### config.mk
export PLATFORM = sky130hd
export DESIGN_NAME = sjt_tap
export DESIGN_NICKNAME = d
export VERILOG_FILES = /design/src/hw/sjt_tap_pkg.sv /design/src/hw/sjt_tap.sv
export VERILOG_INCLUDE_DIRS = /design/src /design/src/hw
export SDC_FILE = /design/constraint.sdc
export NUM_CORES = 1
export LEC_CHECK = 0
export BUFFER_PORTS_ARGS = -buffer_cell sky130_fd_sc_hd__buf_2
export CAP_MARGIN = 20
export CORE_MARGIN = 3
export CORE_UTILIZATION = 30
export DETAILED_ROUTE_END_ITERATION = 7
export GPL_ROUTABILITY_DRIVEN = 1
export HOLD_SLACK_MARGIN = 0.12
export MAX_ROUTING_LAYER = met4
export PLACE_DENSITY_LB_ADDON = 0.2
export SLEW_MARGIN = 20
export SYNTH_ARGS = -nofsm -noshare
export SYNTH_HDL_FRONTEND = slang
export SYNTH_SLANG_ARGS = --single-unit
### constraint.sdc
create_clock -name clock -period 4.5 [get_ports clock]
set_clock_uncertainty 0.15 [all_clocks]
set_input_delay 1.125 -clock clock [delete_from_list [all_inputs] [get_ports clock]]
set_output_delay 1.125 -clock clock [all_outputs]
set_load 0.05 [all_outputs]
### src/hw/sjt_tap_regs.svh
// constants of the sram boundary-scan test access port
`ifndef SJT_TAP_REGS_SVH
`define SJT_TAP_REGS_SVH

`define SJT_IR_WIDTH        3
`define SJT_BYPASS_WIDTH    1
`define SJT_ID_WIDTH        32
`define SJT_BSR_LENGTH      136

`define SJT_ID_VERSION_MSB  31
`define SJT_ID_VERSION_LSB  29
`define SJT_ID_PART_MSB     28
`define SJT_ID_PART_LSB     12
`define SJT_ID_MANUF_MSB    11
`define SJT_ID_MANUF_LSB    1
`define SJT_ID_PRESENT_BIT  0

`define SJT_CODE_EXTEST     3'h0
`define SJT_CODE_IDCODE     3'h1
`define SJT_CODE_SAMPLE_Z   3'h2
`define SJT_CODE_RSVD_3     3'h3
`define SJT_CODE_SAMPLE     3'h4
`define SJT_CODE_RSVD_5     3'h5
`define SJT_CODE_RSVD_6     3'h6
`define SJT_CODE_BYPASS     3'h7

`define SJT_IR_CAPTURE      3'h1
`define SJT_IR_RESET        3'h1

`define SJT_CELL_PORT_B_OE  49
`define SJT_CELL_PORT_A_OE  50

`endif

### src/hw/sjt_tap_pkg.sv
// types of the sram boundary-scan test access port
`include "sjt_tap_regs.svh"

package sjt_tap_pkg;

    typedef enum logic [15:0] {
        SJT_TLR        = 16'h0001,
        SJT_RTI        = 16'h0002,
        SJT_SEL_DR     = 16'h0004,
        SJT_CAP_DR     = 16'h0008,
        SJT_SHIFT_DR   = 16'h0010,
        SJT_EXIT1_DR   = 16'h0020,
        SJT_PAUSE_DR   = 16'h0040,
        SJT_EXIT2_DR   = 16'h0080,
        SJT_UPD_DR     = 16'h0100,
        SJT_SEL_IR     = 16'h0200,
        SJT_CAP_IR     = 16'h0400,
        SJT_SHIFT_IR   = 16'h0800,
        SJT_EXIT1_IR   = 16'h1000,
        SJT_PAUSE_IR   = 16'h2000,
        SJT_EXIT2_IR   = 16'h4000,
        SJT_UPD_IR     = 16'h8000
    } sjt_state_t;

    typedef enum logic [`SJT_IR_WIDTH-1:0] {
        SJT_EXTEST     = `SJT_CODE_EXTEST,
        SJT_IDCODE     = `SJT_CODE_IDCODE,
        SJT_SAMPLE_Z   = `SJT_CODE_SAMPLE_Z,
        SJT_RSVD_3     = `SJT_CODE_RSVD_3,
        SJT_SAMPLE     = `SJT_CODE_SAMPLE,
        SJT_RSVD_5     = `SJT_CODE_RSVD_5,
        SJT_RSVD_6     = `SJT_CODE_RSVD_6,
        SJT_BYPASS     = `SJT_CODE_BYPASS
    } sjt_instr_t;

endpackage

### src/hw/sjt_tap.sv
// boundary-scan test access port of a dual-port sram, oversampling tck
//
// Contract
// - instruction 3, bypass 1, boundary 136 cells
// - identification 32 bits, bit zero reads one
// - id bits 31:29 hold fixed version
// - id bits 28:12 hold fixed part code
// - id bits 11:1 hold fixed maker code
// - code 000 is external test, captures ring
// - code 001 selects identification, memory untouched
// - code 010 captures, selects boundary, outputs high-z
// - code 100 captures, selects boundary, memory untouched
// - code 111 selects bypass, memory untouched
// - cells 49/50 internal: port b, port a enables
// - external test: enable cells gate outputs, reset low
// - external test drives preload data, enables ports
`timescale 1ns/1ps
`include "sjt_tap_regs.svh"

module sjt_tap #(
    parameter int                  BSR_LENGTH = `SJT_BSR_LENGTH,
    parameter logic [2:0]          ID_VERSION = 3'h2,       // arbitrary value
    parameter logic [16:0]         ID_PART    = 17'h0ABCD,  // arbitrary value
    parameter logic [10:0]         ID_MANUF   = 11'h155     // arbitrary value
) (
    input  wire logic                  clock,
    input  wire logic                  reset,
    input  wire logic                  tck,
    input  wire logic                  tms,
    input  wire logic                  tdi,
    output logic                       tdo,
    output logic                       tdo_oe,
    input  wire logic [BSR_LENGTH-1:0] pin_sample,
    input  wire logic                  core_port_a_oe,
    input  wire logic                  core_port_b_oe,
    output logic [BSR_LENGTH-1:0]      boundary_out,
    output logic                       boundary_drive,
    output logic                       port_a_drive_enable,
    output logic                       port_b_drive_enable,
    output logic [`SJT_IR_WIDTH-1:0]   instruction
);

    ////////////////////////////////////////////////////////////////////////////
    // pin synchronisers and tck edge detection

    logic [2:0]            sync1;
    logic [2:0]            sync2;
    logic                  tck_prev;
    logic [BSR_LENGTH-1:0] pin_sync1;
    logic [BSR_LENGTH-1:0] pin_sync2;
    logic                  tck_rise;
    logic                  tck_fall;
    logic                  tms_s;
    logic                  tdi_s;

    // tck is only a sampled pin here, so each tck phase must span several clocks
    always_ff @(posedge clock) begin
        sync1     <= {tck, tms, tdi};
        sync2     <= sync1;
        pin_sync1 <= pin_sample;
        pin_sync2 <= pin_sync1;
        tck_prev  <= reset ? 1'b0 : sync2[2];
    end

    always_comb begin
        tck_rise = sync2[2] & ~tck_prev;
        tck_fall = ~sync2[2] & tck_prev;
        tms_s    = sync2[1];
        tdi_s    = sync2[0];
    end

    ////////////////////////////////////////////////////////////////////////////
    // instruction decoding, shared by the scan path and the pin control

    // reserved codes match nothing here, so they end up on the one-bit path
    function automatic logic selects_boundary(input sjt_tap_pkg::sjt_instr_t code);
        logic hit;
        hit = 1'b0;
        if (code == sjt_tap_pkg::SJT_EXTEST) begin
            hit = 1'b1;
        end else if (code == sjt_tap_pkg::SJT_SAMPLE_Z) begin
            hit = 1'b1;
        end else if (code == sjt_tap_pkg::SJT_SAMPLE) begin
            hit = 1'b1;
        end
        return hit;
    endfunction

    function automatic logic selects_id(input sjt_tap_pkg::sjt_instr_t code);
        return code == sjt_tap_pkg::SJT_IDCODE;
    endfunction

    // only external test hands the pins and the enable cells to the chain
    function automatic logic drives_pins(input sjt_tap_pkg::sjt_instr_t code);
        return code == sjt_tap_pkg::SJT_EXTEST;
    endfunction

    // sample-z keeps the chain but parks both memory ports
    function automatic logic forces_high_z(input sjt_tap_pkg::sjt_instr_t code);
        return code == sjt_tap_pkg::SJT_SAMPLE_Z;
    endfunction

    ////////////////////////////////////////////////////////////////////////////
    // controller and scan registers

    sjt_tap_pkg::sjt_state_t      state;
    sjt_tap_pkg::sjt_state_t      next_state;
    sjt_tap_pkg::sjt_instr_t      ir;
    sjt_tap_pkg::sjt_instr_t      next_ir;
    logic [`SJT_IR_WIDTH-1:0]     ir_shift;
    logic [`SJT_IR_WIDTH-1:0]     next_ir_shift;
    logic [BSR_LENGTH-1:0]        dr_shift;
    logic [BSR_LENGTH-1:0]        next_dr_shift;
    logic [BSR_LENGTH-1:0]        preload;
    logic [BSR_LENGTH-1:0]        next_preload;
    logic                         next_tdo;
    logic                         next_tdo_oe;
    logic [`SJT_ID_WIDTH-1:0]     id_word;
    logic                         sel_bsr;
    logic                         sel_id;

    always_comb begin
        // the fields are parameters so each width variant carries its own part code
        id_word = {ID_VERSION, ID_PART, ID_MANUF, 1'b1};
        // reserved codes fall back to bypass; the tester must not use them
        sel_bsr = selects_boundary(ir);
        sel_id  = selects_id(ir);
    end

    always_comb begin
        next_state = state;
        if (tck_rise) begin
            case (state)
                sjt_tap_pkg::SJT_TLR: begin
                    next_state = tms_s ? sjt_tap_pkg::SJT_TLR : sjt_tap_pkg::SJT_RTI;
                end
                sjt_tap_pkg::SJT_RTI: begin
                    next_state = tms_s ? sjt_tap_pkg::SJT_SEL_DR : sjt_tap_pkg::SJT_RTI;
                end
                sjt_tap_pkg::SJT_SEL_DR: begin
                    next_state = tms_s ? sjt_tap_pkg::SJT_SEL_IR : sjt_tap_pkg::SJT_CAP_DR;
                end
                sjt_tap_pkg::SJT_CAP_DR, sjt_tap_pkg::SJT_SHIFT_DR,
                sjt_tap_pkg::SJT_EXIT2_DR: begin
                    next_state = tms_s ? sjt_tap_pkg::SJT_EXIT1_DR
                                       : sjt_tap_pkg::SJT_SHIFT_DR;
                    if (state == sjt_tap_pkg::SJT_EXIT2_DR && tms_s) begin
                        next_state = sjt_tap_pkg::SJT_UPD_DR;
                    end
                end
                sjt_tap_pkg::SJT_EXIT1_DR: begin
                    next_state = tms_s ? sjt_tap_pkg::SJT_UPD_DR : sjt_tap_pkg::SJT_PAUSE_DR;
                end
                sjt_tap_pkg::SJT_PAUSE_DR: begin
                    next_state = tms_s ? sjt_tap_pkg::SJT_EXIT2_DR
                                       : sjt_tap_pkg::SJT_PAUSE_DR;
                end
                sjt_tap_pkg::SJT_UPD_DR, sjt_tap_pkg::SJT_UPD_IR: begin
                    next_state = tms_s ? sjt_tap_pkg::SJT_SEL_DR : sjt_tap_pkg::SJT_RTI;
                end
                sjt_tap_pkg::SJT_SEL_IR: begin
                    next_state = tms_s ? sjt_tap_pkg::SJT_TLR : sjt_tap_pkg::SJT_CAP_IR;
                end
                sjt_tap_pkg::SJT_CAP_IR, sjt_tap_pkg::SJT_SHIFT_IR,
                sjt_tap_pkg::SJT_EXIT2_IR: begin
                    next_state = tms_s ? sjt_tap_pkg::SJT_EXIT1_IR
                                       : sjt_tap_pkg::SJT_SHIFT_IR;
                    if (state == sjt_tap_pkg::SJT_EXIT2_IR && tms_s) begin
                        next_state = sjt_tap_pkg::SJT_UPD_IR;
                    end
                end
                sjt_tap_pkg::SJT_EXIT1_IR: begin
                    next_state = tms_s ? sjt_tap_pkg::SJT_UPD_IR : sjt_tap_pkg::SJT_PAUSE_IR;
                end
                sjt_tap_pkg::SJT_PAUSE_IR: begin
                    next_state = tms_s ? sjt_tap_pkg::SJT_EXIT2_IR
                                       : sjt_tap_pkg::SJT_PAUSE_IR;
                end
                default: begin
                    next_state = sjt_tap_pkg::SJT_TLR;
                end
            endcase
        end
    end

    always_comb begin
        next_ir       = ir;
        next_ir_shift = ir_shift;
        next_dr_shift = dr_shift;
        next_preload  = preload;
        // applied every clock in this state, so a tester that parks tck here still resets
        if (state == sjt_tap_pkg::SJT_TLR) begin
            next_ir = sjt_tap_pkg::sjt_instr_t'(`SJT_IR_RESET);
            next_preload[`SJT_CELL_PORT_B_OE] = 1'b0;
            next_preload[`SJT_CELL_PORT_A_OE] = 1'b0;
        end

        if (tck_rise) begin
            case (state)
                sjt_tap_pkg::SJT_CAP_IR: begin
                    next_ir_shift = `SJT_IR_CAPTURE;
                end
                sjt_tap_pkg::SJT_SHIFT_IR: begin
                    next_ir_shift = {tdi_s, ir_shift[`SJT_IR_WIDTH-1:1]};
                end
                sjt_tap_pkg::SJT_UPD_IR: begin
                    next_ir = sjt_tap_pkg::sjt_instr_t'(ir_shift);
                end
                sjt_tap_pkg::SJT_CAP_DR: begin
                    if (sel_bsr) begin
                        next_dr_shift = pin_sync2;
                    end else if (sel_id) begin
                        next_dr_shift = '0;
                        next_dr_shift[`SJT_ID_WIDTH-1:0] = id_word;
                    end else begin
                        next_dr_shift = '0;
                    end
                end
                sjt_tap_pkg::SJT_SHIFT_DR: begin
                    // one shared chain; the entry point sets the selected length
                    if (sel_bsr) begin
                        next_dr_shift = {tdi_s, dr_shift[BSR_LENGTH-1:1]};
                    end else if (sel_id) begin
                        next_dr_shift[`SJT_ID_WIDTH-1:0] =
                            {tdi_s, dr_shift[`SJT_ID_WIDTH-1:1]};
                    end else begin
                        next_dr_shift[0] = tdi_s;
                    end
                end
                sjt_tap_pkg::SJT_UPD_DR: begin
                    if (sel_bsr) begin
                        next_preload = dr_shift;
                    end
                end
                default: begin
                end
            endcase
        end
    end

    always_comb begin
        next_tdo    = tdo;
        next_tdo_oe = tdo_oe;
        // tdo changes on the falling tck edge so the tester samples a settled bit
        if (tck_fall) begin
            next_tdo_oe = (state == sjt_tap_pkg::SJT_SHIFT_DR) ||
                          (state == sjt_tap_pkg::SJT_SHIFT_IR);
            if (state == sjt_tap_pkg::SJT_SHIFT_IR) begin
                next_tdo = ir_shift[0];
            end else if (state == sjt_tap_pkg::SJT_SHIFT_DR) begin
                next_tdo = dr_shift[0];
            end else begin
                next_tdo = 1'b0;
            end
        end
    end

    always_ff @(posedge clock) begin
        if (reset) begin
            state    <= sjt_tap_pkg::SJT_TLR;
            ir       <= sjt_tap_pkg::sjt_instr_t'(`SJT_IR_RESET);
            ir_shift <= '0;
            dr_shift <= '0;
            preload  <= '0;
            tdo      <= 1'b0;
            tdo_oe   <= 1'b0;
        end else begin
            state    <= next_state;
            ir       <= next_ir;
            ir_shift <= next_ir_shift;
            dr_shift <= next_dr_shift;
            preload  <= next_preload;
            tdo      <= next_tdo;
            tdo_oe   <= next_tdo_oe;
        end
    end

    ////////////////////////////////////////////////////////////////////////////
    // pin control

    always_comb begin
        instruction    = ir;
        boundary_out   = preload;
        boundary_drive = drives_pins(ir);
        // reserved codes land in the last branch and leave the memory alone
        if (drives_pins(ir)) begin
            port_a_drive_enable = preload[`SJT_CELL_PORT_A_OE];
            port_b_drive_enable = preload[`SJT_CELL_PORT_B_OE];
        end else if (forces_high_z(ir)) begin
            port_a_drive_enable = 1'b0;
            port_b_drive_enable = 1'b0;
        end else begin
            port_a_drive_enable = core_port_a_oe;
            port_b_drive_enable = core_port_b_oe;
        end
    end

endmodule

Word level (Yosys, flattened, before mapping)
Index checks and enable logic that the tools add are counted.
{ "totals": {"reg_bits": 575, "input_bits": 143, "out_inout_bits": 144, "elab_cells": 91} }
{ "classes": {"eq_ne": 21, "mux": 37, "bitwise": 4, "n_reduce_logical": 14} }
{ "ops": {"columns": ["cell", "count"], "rows": [
  ["136-bit one-hot mux with 2 select lines", 1],
  ["16-bit one-hot mux with 10 select lines", 1],
  ["51-bit 2-to-1 mux", 3],
  ["136-bit 2-to-1 mux", 1],
  ["104-bit 2-to-1 mux", 1],
  ["31-bit 2-to-1 mux", 2],
  ["16-bit 2-to-1 mux", 2],
  ["32-bit 2-to-1 mux", 1],
  ["9-bit 2-to-1 mux", 2],
  ["16-bit by 1-bit == test with 1-bit output, second input constant", 1],
  ["16-bit by 10-bit == test with 1-bit output, second input constant", 1],
  ["16-bit by 11-bit == test with 1-bit output, second input constant", 1],
  ["16-bit by 12-bit == test with 1-bit output, second input constant", 1],
  ["16-bit by 13-bit == test with 1-bit output, second input constant", 1],
  ["16-bit by 14-bit == test with 1-bit output, second input constant", 1],
  ["16-bit by 15-bit == test with 1-bit output, second input constant", 1],
  ["16-bit == test, second input constant", 1],
  ["16-bit by 2-bit == test with 1-bit output, second input constant", 1],
  ["16-bit by 3-bit == test with 1-bit output, second input constant", 1],
  ["16-bit by 4-bit == test with 1-bit output, second input constant", 1],
  ["16-bit by 5-bit == test with 1-bit output, second input constant", 1],
  ["16-bit by 6-bit == test with 1-bit output, second input constant", 1],
  ["16-bit by 7-bit == test with 1-bit output, second input constant", 1],
  ["16-bit by 8-bit == test with 1-bit output, second input constant", 1],
  ["25 further kinds", 47]
]} }

Depth between registers and ports, before layout
Gate-level depths: netlist of run 1.
{ "depth": {"ltp_word": 7, "ltp_mapped": 9} }

Worst setup path before layout of run 1
Ideal clock, no wire load.
{ "synth_timing": {"path_kind": "register to output", "start": "register ir[0], in the netlist instruction[0]", "end": "output port port_a_drive_enable", "arrival_ns": 2.409, "t_required_ns": 3.225, "path_slack_ns": 0.816, "stages_incl_launch_ff": 3, "path_cell_list": "dfxtp_1 -> clkbuf_1 -> o41ai_1"} }
{ "synth_between": {"elab_chain_cells": 3} }
{ "synth_rtl": {"columns": ["item", "line", "text"], "rows": [
  ["from (decl)", "sjt_tap.sv:108", "sjt_tap_pkg::sjt_instr_t ir;"],
  ["from (signal assigned)", "sjt_tap.sv:261", "ir <= sjt_tap_pkg::sjt_instr_t'(`SJT_IR_RESET);"],
  ["from (signal assigned)", "sjt_tap.sv:269", "ir <= next_ir;"],
  ["3-bit by 2-bit == test with 1-bit output", "sjt_tap.sv:100", "return code == sjt_tap_pkg::SJT_SAMPLE_Z;"],
  ["1-bit 2-to-1 mux", "sjt_tap.sv:289", "end else if (forces_high_z(ir)) begin"],
  ["1-bit 2-to-1 mux (*)", "sjt_tap.sv:286", "if (drives_pins(ir)) begin"],
  ["to (decl)", "sjt_tap.sv:38", "output logic port_a_drive_enable,"]
]} }
Mark *: on every way between the ends. The rest lies on a longest branch, timed or not.

Final worst setup path of run 1
{ "layout_timing": {"start": "register state[1]", "end": "register dr_shift[76]"} }
{ "layout_between": {"elab_chain_cells": 3} }
{ "layout_rtl": {"columns": ["item", "line", "text"], "rows": [
  ["from (decl)", "sjt_tap.sv:106", "sjt_tap_pkg::sjt_state_t state;"],
  ["from (signal assigned)", "sjt_tap.sv:260", "state <= sjt_tap_pkg::SJT_TLR;"],
  ["from (signal assigned)", "sjt_tap.sv:268", "state <= next_state;"],
  ["16-bit by 5-bit == test with 1-bit output / 16-bit by 4-bit == test with 1-bit output (equally long branches)", "sjt_tap.sv:199", "case (state)"],
  ["2-bit inequality test (no source line) / 2-bit nonzero test (equally long branches)", null, null],
  ["3-bit AND reduction (no source line)", null, null],
  ["to (signal assigned)", "sjt_tap.sv:271", "dr_shift <= next_dr_shift;"],
  ["to (decl)", "sjt_tap.sv:112", "logic [BSR_LENGTH-1:0] dr_shift;"]
]} }
Parallel ways exist; a longest one is shown, timed or not.
A chain may end at the register's enable or synchronous reset.

==> flow_summary.ini, run 1 <==
[timing]
fin_ws_ns = 1.03
relSlewSlack_pct = 31.8
finalCritPeriodShare_pct = 77.1
worstMarginPinSlew_ns = 1.02
drv_slew = 0
setup_violations = 0
rsz0062_at_grt = false
worst_hold_slack_ns = 0.173
max_freq_ghz = 0.288
min_period_ns = 3.47
tns_ns = 0
final-hold-violation-count = 0

[synth]
ys_types = 48
mappedNetlistArea_um2 = 18100
synth-seq-cells = 575
synthesis.nets = 2022
synth_area_per_cell_um2 = 9.61
synth_ff_type = dfxtp_1
yosysSeqAreaShare_pct = 63.7
postSynthCellCount = 1879
async_flop_share_pct = 0
synth_edf_count = 0
yosysWarnings = 0

[setup_path]
endpoint_kind = flip-flop
cp_max_fo = 56
critPathArrivalTime_ns = 3.77
r2r_cells = 6
reg2reg_to = dr_shift[76]$_SDFFE_PP0P_
crit_chain = nor4_1, nand4_1, o32ai_4, and2_4, buf_12, a311oi_1
cpPeakStageDelay_ns = 0.65
r2r-start = state[1]$_SDFFE_PP0P_
rrSetupSlack_ns = 1.03
cp-start-kind = flip-flop
crit_type = flip-flop to flip-flop
crit_slowest_cell = and2_4
critPathRequiredTime_ns = 4.80

[clock_tree]
cts_setup_buffers = 0
cts_buffers = 60
root_buffer = clkbuf_16
clock-sinks = 575
cts_tree = done
clk_latency_ns = 0.62
cts-resized-gates = 0
cts_max_level = 2
clk_pin_slew_ns = 0.06
holdBufCountCts = 0
cts_buffer_depth = 3

[min_path]
hp-start = pin_sync1[44]$_DFF_P_
holdPathEnd = pin_sync2[44]$_DFF_P_
min_path_cells = 0
hp-class = flip-flop to flip-flop

[placement]
numPortBuffers = 286
hpwl_mm = 29.5
preCtsSetupSlack_ns = 1.05
placed_cells = 2794
routabilityCongestion = 0.787

[final_layout]
fin_util_pct = 37.4
final_nets = 2226
final_common_cell = dfxtp_1
fin_cells = 2909
final_cell_mix = dfxtp_1, nand2_1, a21oi_1, buf_2, nand3_1
synthToLayoutAreaGrowth_pct = 22.5
drive_gt1_share_pct = 20.2

[floorplanning]
fp-row-count = 89
die_area_um2 = 63200
die_y_um = 251
initial_core_util_pct = 30.5
io_pins = 287
core_area_um2 = 59200
die_x_um = 251

[run]
cap_violations = 0

[global_route]
grt_pass1_wl_mm = 77.0
grt_max_degree = 154
grt_antenna_before_repair = 1
gr-total-overflow = 0
grt_usage_pct = 15.4
grt_pass1_vias = 13747

[route]
vias_per_cell = 4.85
drc = 0
drtAntennaViolNets = 0
vias = 14111
first_pass_iters = 5
first_iter_violations = 758
routedWlPerCell_um = 16.6
drt_wl_total_mm = 48.3

[status]
status = completed

[power_and_ir_drop]
leakage_uw = 0.00800
peakVddDrop_mv = 0.304
powerDensity_nw_per_um2 = 475
==> power breakdown <==
part / internal [uW] / switching [uW]
Combinational: 65.7 / 116
Sequential: 5230 / 42.0
Clock: 2970 / 2100
==> worst max-delay path by stage <==
stage               cells past startpoint                       from                        end  slack [ns]
finish                                  6      state[1]$_SDFFE_PP0P_  dr_shift[76]$_SDFFE_PP0P_        1.03
global route                            6      state[1]$_SDFFE_PP0P_  dr_shift[76]$_SDFFE_PP0P_        0.90
CTS                                     6      state[1]$_SDFFE_PP0P_  dr_shift[76]$_SDFFE_PP0P_        1.03
detailed placement                      6      state[1]$_SDFFE_PP0P_  dr_shift[76]$_SDFFE_PP0P_        1.05
global placement                        6      state[1]$_SDFFE_PP0P_  dr_shift[70]$_SDFFE_PP0P_        1.11
floorplan                               2  instruction[0]$_SDFF_PP1_        port_a_drive_enable        0.82
==> metrics by stage <==
| step | power (uW) | cell area (um2) |
|---|---|---|
| 2_1_floorplan | 5450 | 18100 |
| 3_3_place_gp | 5560 | 20000 |
| 3_5_place_dp | 5570 | 20100 |
| 4_1_cts | 10700 | 22100 |
| 5_1_grt | 10900 | 22100 |
| 6_report | 10500 | 22100 |
==> cell usage after synthesis (2+ instances only) <==
| cell | count | area [um2] |
|---|---|---|
| dfxtp_1 | 575 | 11500 |
| nand2_1 | 450 | 1690 |
| a21oi_1 | 298 | 1490 |
| nand3_1 | 128 | 641 |
| clkbuf_1 | 111 | 417 |
| a311oi_1 | 105 | 920 |
| buf_2 | 43 | 215 |
| nor2_1 | 22 | 82.6 |
| o211ai_1 | 17 | 128 |
| a21o_1 | 15 | 113 |
| nor3_1 | 12 | 60.1 |
| a22oi_1 | 9 | 67.6 |
| nand2b_1 | 8 | 50.1 |
| or4_1 | 8 | 60.1 |
| nor4_1 | 6 | 37.5 |
| buf_6 | 5 | 56.3 |
| inv_1 | 5 | 18.8 |
| xnor2_1 | 5 | 43.8 |
| nand3b_1 | 4 | 30.0 |
| o21ai_0 | 4 | 20.0 |
| buf_1 | 3 | 11.3 |
| nor2b_1 | 3 | 18.8 |
| nor4_2 | 3 | 37.5 |
| nor4b_1 | 3 | 26.3 |
| o22ai_1 | 3 | 18.8 |
| o41ai_1 | 3 | 26.3 |
| or4b_2 | 3 | 30.0 |
| a221oi_1 | 2 | 17.5 |
| mux2i_1 | 2 | 20.0 |
| nand4_1 | 2 | 12.5 |
| o21a_1 | 2 | 15.0 |
| o21bai_1 | 2 | 15.0 |
| or3_1 | 2 | 12.5 |
| or4_4 | 2 | 22.5 |
==> area by class of cell <==
class	instances	area [um2]
fillers	6029	37100
flip-flops and latches	575	11500
multi-input cells	1136	5890
clock buffers	79	1740
repair buffers	305	1660
well taps	773	967
clock inverters	35	345
inverters	5	18.8
diodes	1	2.50
==> per-layer routing <==
metal  global-route usage [%]  part of all wire [%]  vias to the layer above
met5                        -                     0                        -
met4                     4.97                   2.4                        0
met1                     20.1                    46                     6717
met3                     3.00                   5.5                       91
li1                         -                     -                     6927
met2                     24.2                    46                      376
==> logic make-up after synthesis <==
kind of cell    count (synthesis)  share of synthesized area (%)
simple gates                  662                           15.8
mux                             2                          0.111
xor+xnor                        5                          0.242
compound gates                467                           16.1
buf+inv                       168                           4.02
flops                         575                           63.7
==> worst max-delay path: cells and delay by family (launching register included) <==
family,cells,cell delay [ns]
flip-flops,1,0.37
AND/OR/NAND/NOR,3,1.72
AO/OA/AOI/OAI,2,0.67
buffers and inverters,1,0.33
==> state kept, by name (all words and copies together) (netlist names) <==
register / count
pin_sync1: 136
boundary_out: 136
pin_sync2: 136
sync2: 3
instruction: 3
ir_shift: 3
sync1: 3
dr_shift: 136
tdo_oe: 1
tdo: 1
tck_prev: 1
state: 16
Power figures use the tool's default switching activity.
==> run 2, diff against run 1 <==
clock period = 3.1 ns   (was 4.5 ns; I/O delays follow)
==> run 2 against run 1 <==
  * Sequential share of layout area decreased by 3.8 points
  * Routed wire length rose by 5.4%
  * Sequential cell count unchanged
  * Die area unchanged
==> flow_summary.ini, run 2 (synthesis gave the netlist of run 1 again) <==
[clock_tree]
clk_latency_ns = 0.62
cts_setup_buffers = 0
cts_max_level = 2
root_buffer = clkbuf_16
cts-resized-gates = 0
clk_pin_slew_ns = 0.06
cts_buffers = 61
holdBufCountCts = 139
clock-sinks = 575
cts_buffer_depth = 3
cts_tree = done

[power_and_ir_drop]
peakVddDrop_mv = 0.451
leakage_uw = 0.00876
intPower_uw = 12400
report.power.total_uw = 15700
power_frac_comb_pct = 2.7
seqPwrFrac_pct = 48.7
netSwitchingPower_uw = 3320
powerDensity_nw_per_um2 = 656
swShare_pct = 21.2
p_clk_share_pct = 48.5

[route]
drt_wl_total_mm = 50.9
first_iter_violations = 760
drc = 0
routedWlPerCell_um = 16.6
vias_per_cell = 4.79
vias = 14694
drtAntennaViolNets = 0
first_pass_iters = 5

[timing]
max_freq_ghz = 0.344
worstMarginPinSlew_ns = 0.965
finalCritPeriodShare_pct = 93.9
setup_violations = 0
drv_slew = 0
tns_ns = 0
worst_hold_slack_ns = 0.169
final-hold-violation-count = 0
min_period_ns = 2.91
rsz0062_at_grt = false
relSlewSlack_pct = 34.0

[placement]
hpwl_mm = 30.8
numPortBuffers = 286
routabilityCongestion = 0.791

[global_route]
grt_max_degree = 137
gr-total-overflow = 0
grt_antenna_before_repair = 0
grt_usage_pct = 16.3
grt_pass1_vias = 14762
grt_pass1_wl_mm = 80.9

[final_layout]
final_cell_mix = dfxtp_1, nand2_1, a21oi_1, buf_2, dlygate4sd3_1
final_nets = 2384
fin_util_pct = 40.3
synthToLayoutAreaGrowth_pct = 32.3
drive_gt1_share_pct = 19.7
diodes = 0
final_common_cell = dfxtp_1

[min_path]
hp-class = flip-flop to flip-flop

[setup_path]
cp-start-kind = flip-flop
cp_max_fo = 49
crit_type = flip-flop to flip-flop
cp_num_buf_inv = 1
endpoint_kind = flip-flop
cpPeakStageDelay_ns = 0.59
critical-path-top-delay-family = simple AND/OR/NAND/NOR gates
crit_slowest_cell = nor4_2
rrSetupSlack_ns = 0.19
critPathArrivalTime_ns = 3.22
critPathRequiredTime_ns = 3.41
crit_chain = nor4_2, nand2_1, o32ai_4, and2_4, buf_12, a311oi_1

[floorplanning]
die_y_um = 251
die_area_um2 = 63200
die_x_um = 251
initial_core_util_pct = 30.5
io_pins = 287
core_area_um2 = 59200
fp-row-count = 89

[run]
cap_violations = 0

[status]
status = completed
==> run 2: power by group through the flow <==
stage | combinational (uW) | clock (uW) | sequential [uW]
finish | 426 | 7610 | 7640
global route | 461 | 8170 | 7660
CTS | 427 | 7860 | 7640
detailed placement | 289 | 0 | 7810
global placement | 288 | 0 | 7810
floorplan | 120 | 0 | 7790
==> run 2: stage by stage <==
stage	cells	area, um2	setup WS [ns]
3_3_place_gp	2812	20300	0.328
6_report	3066	23900	0.189
5_1_grt	3066	23900	0.0734
3_5_place_dp	2812	20300	0.246
4_1_cts	3066	23900	0.216
2_1_floorplan	1879	18100	-0.234
==> run 2: final cells by class <==
type                       instances  area, um2
clock buffer                      82       1780
clock inverter                    33        392
fill                            5799      35300
inverter                           5       18.8
multi-input combinational       1136       5890
sequential                       575      11500
tap                              773        967
timing repair buffer             462       3340
==> run 2: routing by layer <==
layer  track usage (%)  share of wire (%)  routed length, um  vias to the layer above
met5                 -                  0                  0                        -
met1              20.2                 44              22600                     6974
met2              26.4                 48              24300                      371
met3              3.01                5.1               2620                       98
li1                  -                  -                  -                     7251
met4              6.15                2.8               1430                        0
==> run 2: final timing paths <==
path / from / endpoint / cells past startpoint
setup / recovery: state[15]$_SDFFE_PP0P_ / dr_shift[131]$_SDFFE_PP0P_ / 6
setup reg to reg: state[15]$_SDFFE_PP0P_ / dr_shift[131]$_SDFFE_PP0P_ / 6
hold reg to reg: pin_sync1[54]$_DFF_P_ / pin_sync2[54]$_DFF_P_ / 0
hold / removal: pin_sync1[54]$_DFF_P_ / pin_sync2[54]$_DFF_P_ / 0
==> run 3, diff against run 2 <==
BUFFER_PORTS_ARGS = -buffer_cell sky130_fd_sc_hd__clkbuf_2   (was -buffer_cell sky130_fd_sc_hd__buf_2)
clock period = 2.7 ns   (was 3.1 ns; I/O delays follow)
==> run 3 against run 2 <==
  * Die area stayed put
  * Sequential cell count stayed put
  * Non-clock buffer count is 21 higher
  * Global-route usage is 0.18 points lower
  * Final cell count is 0.68% higher
  * Total power is 12% higher
  * Sequential share of layout area is 0.28 points lower
  * Critical endpoint is now state[8]$_SDFFE_PP0P_
  * Maximum frequency is 11% higher
  * Setup slack worse by 0.12 ns
  * Utilization is 0.24 points higher
  * Cell area is 0.59% higher
  * Routed wire length is 1.3% higher
  * Largest power group unchanged
==> flow_summary.ini, run 3 (synthesis gave the netlist of run 1 again) <==
[status]
status = completed

[timing]
max_freq_ghz = 0.380
min_period_ns = 2.63
worstMarginPinSlew_ns = 0.625
fin_ws_ns = 0.0700
final-hold-violation-count = 0
finalCritPeriodShare_pct = 97.4
relSlewSlack_pct = 58.2
setup_violations = 0
drv_slew = 0

[global_route]
grt_pass1_wl_mm = 80.1
grt_usage_pct = 16.1
grt_pass1_vias = 14475
grt_antenna_before_repair = 3
grt_max_degree = 117
gr-total-overflow = 0

[min_path]
hp-class = flip-flop to flip-flop

[run]
cap_violations = 0

[clock_tree]
root_buffer = clkbuf_16
clk_pin_slew_ns = 0.06
clock-sinks = 575
clk_latency_ns = 0.62
cts_max_level = 2
cts_buffers = 60
cts_tree = done
cts_buffer_depth = 3

[final_layout]
final_cell_mix = dfxtp_1, nand2_1, a21oi_1, clkbuf_2, dlygate4sd3_1
final_common_cell = dfxtp_1
stdcell_area_um2 = 24000
fin_cells = 3087
final_nets = 2404
drive_gt1_share_pct = 20.4
synthToLayoutAreaGrowth_pct = 33.1

[setup_path]
cp_common_cell = or4_4
crit_slowest_cell = or4_4
critical-path-top-delay-family = simple AND/OR/NAND/NOR gates
cpPeakStageDelay_ns = 0.62
cp-start-kind = flip-flop
endpoint_kind = flip-flop
critPathRequiredTime_ns = 3.10
crit_type = flip-flop to flip-flop
crit_chain = or4_4, or4_4, or2_0, or4_1, a21oi_1
cp_max_fo = 8
cp_num_buf_inv = 0
critPathArrivalTime_ns = 3.03

[route]
drc = 0
vias_per_cell = 4.80
drt_wl_total_mm = 51.6
first_pass_iters = 5
drtAntennaViolNets = 0
routedWlPerCell_um = 16.7
vias = 14828
first_iter_violations = 931

[placement]
placed_cells = 2826
hpwl_mm = 32.0
place_area_um2 = 20500
routabilityCongestion = 0.877
numPortBuffers = 286
preCtsSetupSlack_ns = 0.00432

[floorplanning]
io_pins = 287
fp-row-count = 89
die_y_um = 251
core_area_um2 = 59200
initial_core_util_pct = 30.5
die_area_um2 = 63200
die_x_um = 251

[power_and_ir_drop]
peakVddDrop_mv = 0.441
report.power.total_uw = 17600
powerDensity_nw_per_um2 = 733
leakage_uw = 0.00873
-- run 3: cell types whose count changed in the layout (fill, tap and decap cells not counted), moves of 3 or more --
cell,delta
buf_2,-285
clkbuf_1,+3
clkinv_2,+4
clkbuf_8,-3
clkbuf_2,+283
buf_4,+18
inv_6,-3
clkbuf_16,+3
diode_2,+3
-- run 3: timing repair --
item | 4_1_cts | 5_1_grt
endpoints found under the setup margin | 3 | 134
buffers inserted | 0 | 4
resized for setup | 3 | 10
cloned | 0 | 3
endpoints found under the hold margin | 139 | 0
hold buffers | 139 | 0
pin swaps | 0 | 2
-- run 3: layout make-up --
class | count | area [um2]
fill | 5837 | 35200
tap | 773 | 967
clock inverter | 30 | 290
multi-input combinational | 1136 | 5930
clock buffer | 82 | 1750
antenna | 3 | 7.51
sequential | 575 | 11500
timing repair buffer | 483 | 3560
inverter | 5 | 18.8
-- run 3: power breakdown --
group          internal, uW  switching (uW)  total [uW]
Combinational           258             235         494
Sequential             8710            72.0        8780
Clock                  4910            3440        8350
-- run 3: routing by layer --
layer	up-vias	GRT usage (%)	share of wire, %
li1	7285	-	-
met1	7041	20.8	45
met2	394	25.4	47
met3	108	2.60	4.9
met4	0	6.05	3.0
met5	-	-	0
-- run 3: worst paths after layout --
kind | slack, ns | cells past startpoint | start | endpoint
max | 0.07 | 5 | state[8]$_SDFFE_PP0P_ | state[8]$_SDFFE_PP0P_
max reg2reg | 0.07 | 5 | state[8]$_SDFFE_PP0P_ | state[8]$_SDFFE_PP0P_
min | 0.17 | 0 | pin_sync1[0]$_DFF_P_ | pin_sync2[0]$_DFF_P_
min reg2reg | 0.17 | 0 | pin_sync1[0]$_DFF_P_ | pin_sync2[0]$_DFF_P_
-- run 3: through the flow --
| stage | hold WS (ns) | utilization (%) | setup TNS (ns) |
|---|---|---|---|
| floorplan | 0.160 | - | -1.07 |
| global placement | 0.160 | 34.5 | 0 |
| detailed placement | 0.162 | 34.5 | 0 |
| CTS | 0.174 | 40.3 | 0 |
| global route | 0.175 | 40.6 | -0.0396 |
| finish | 0.169 | 40.6 | 0 |
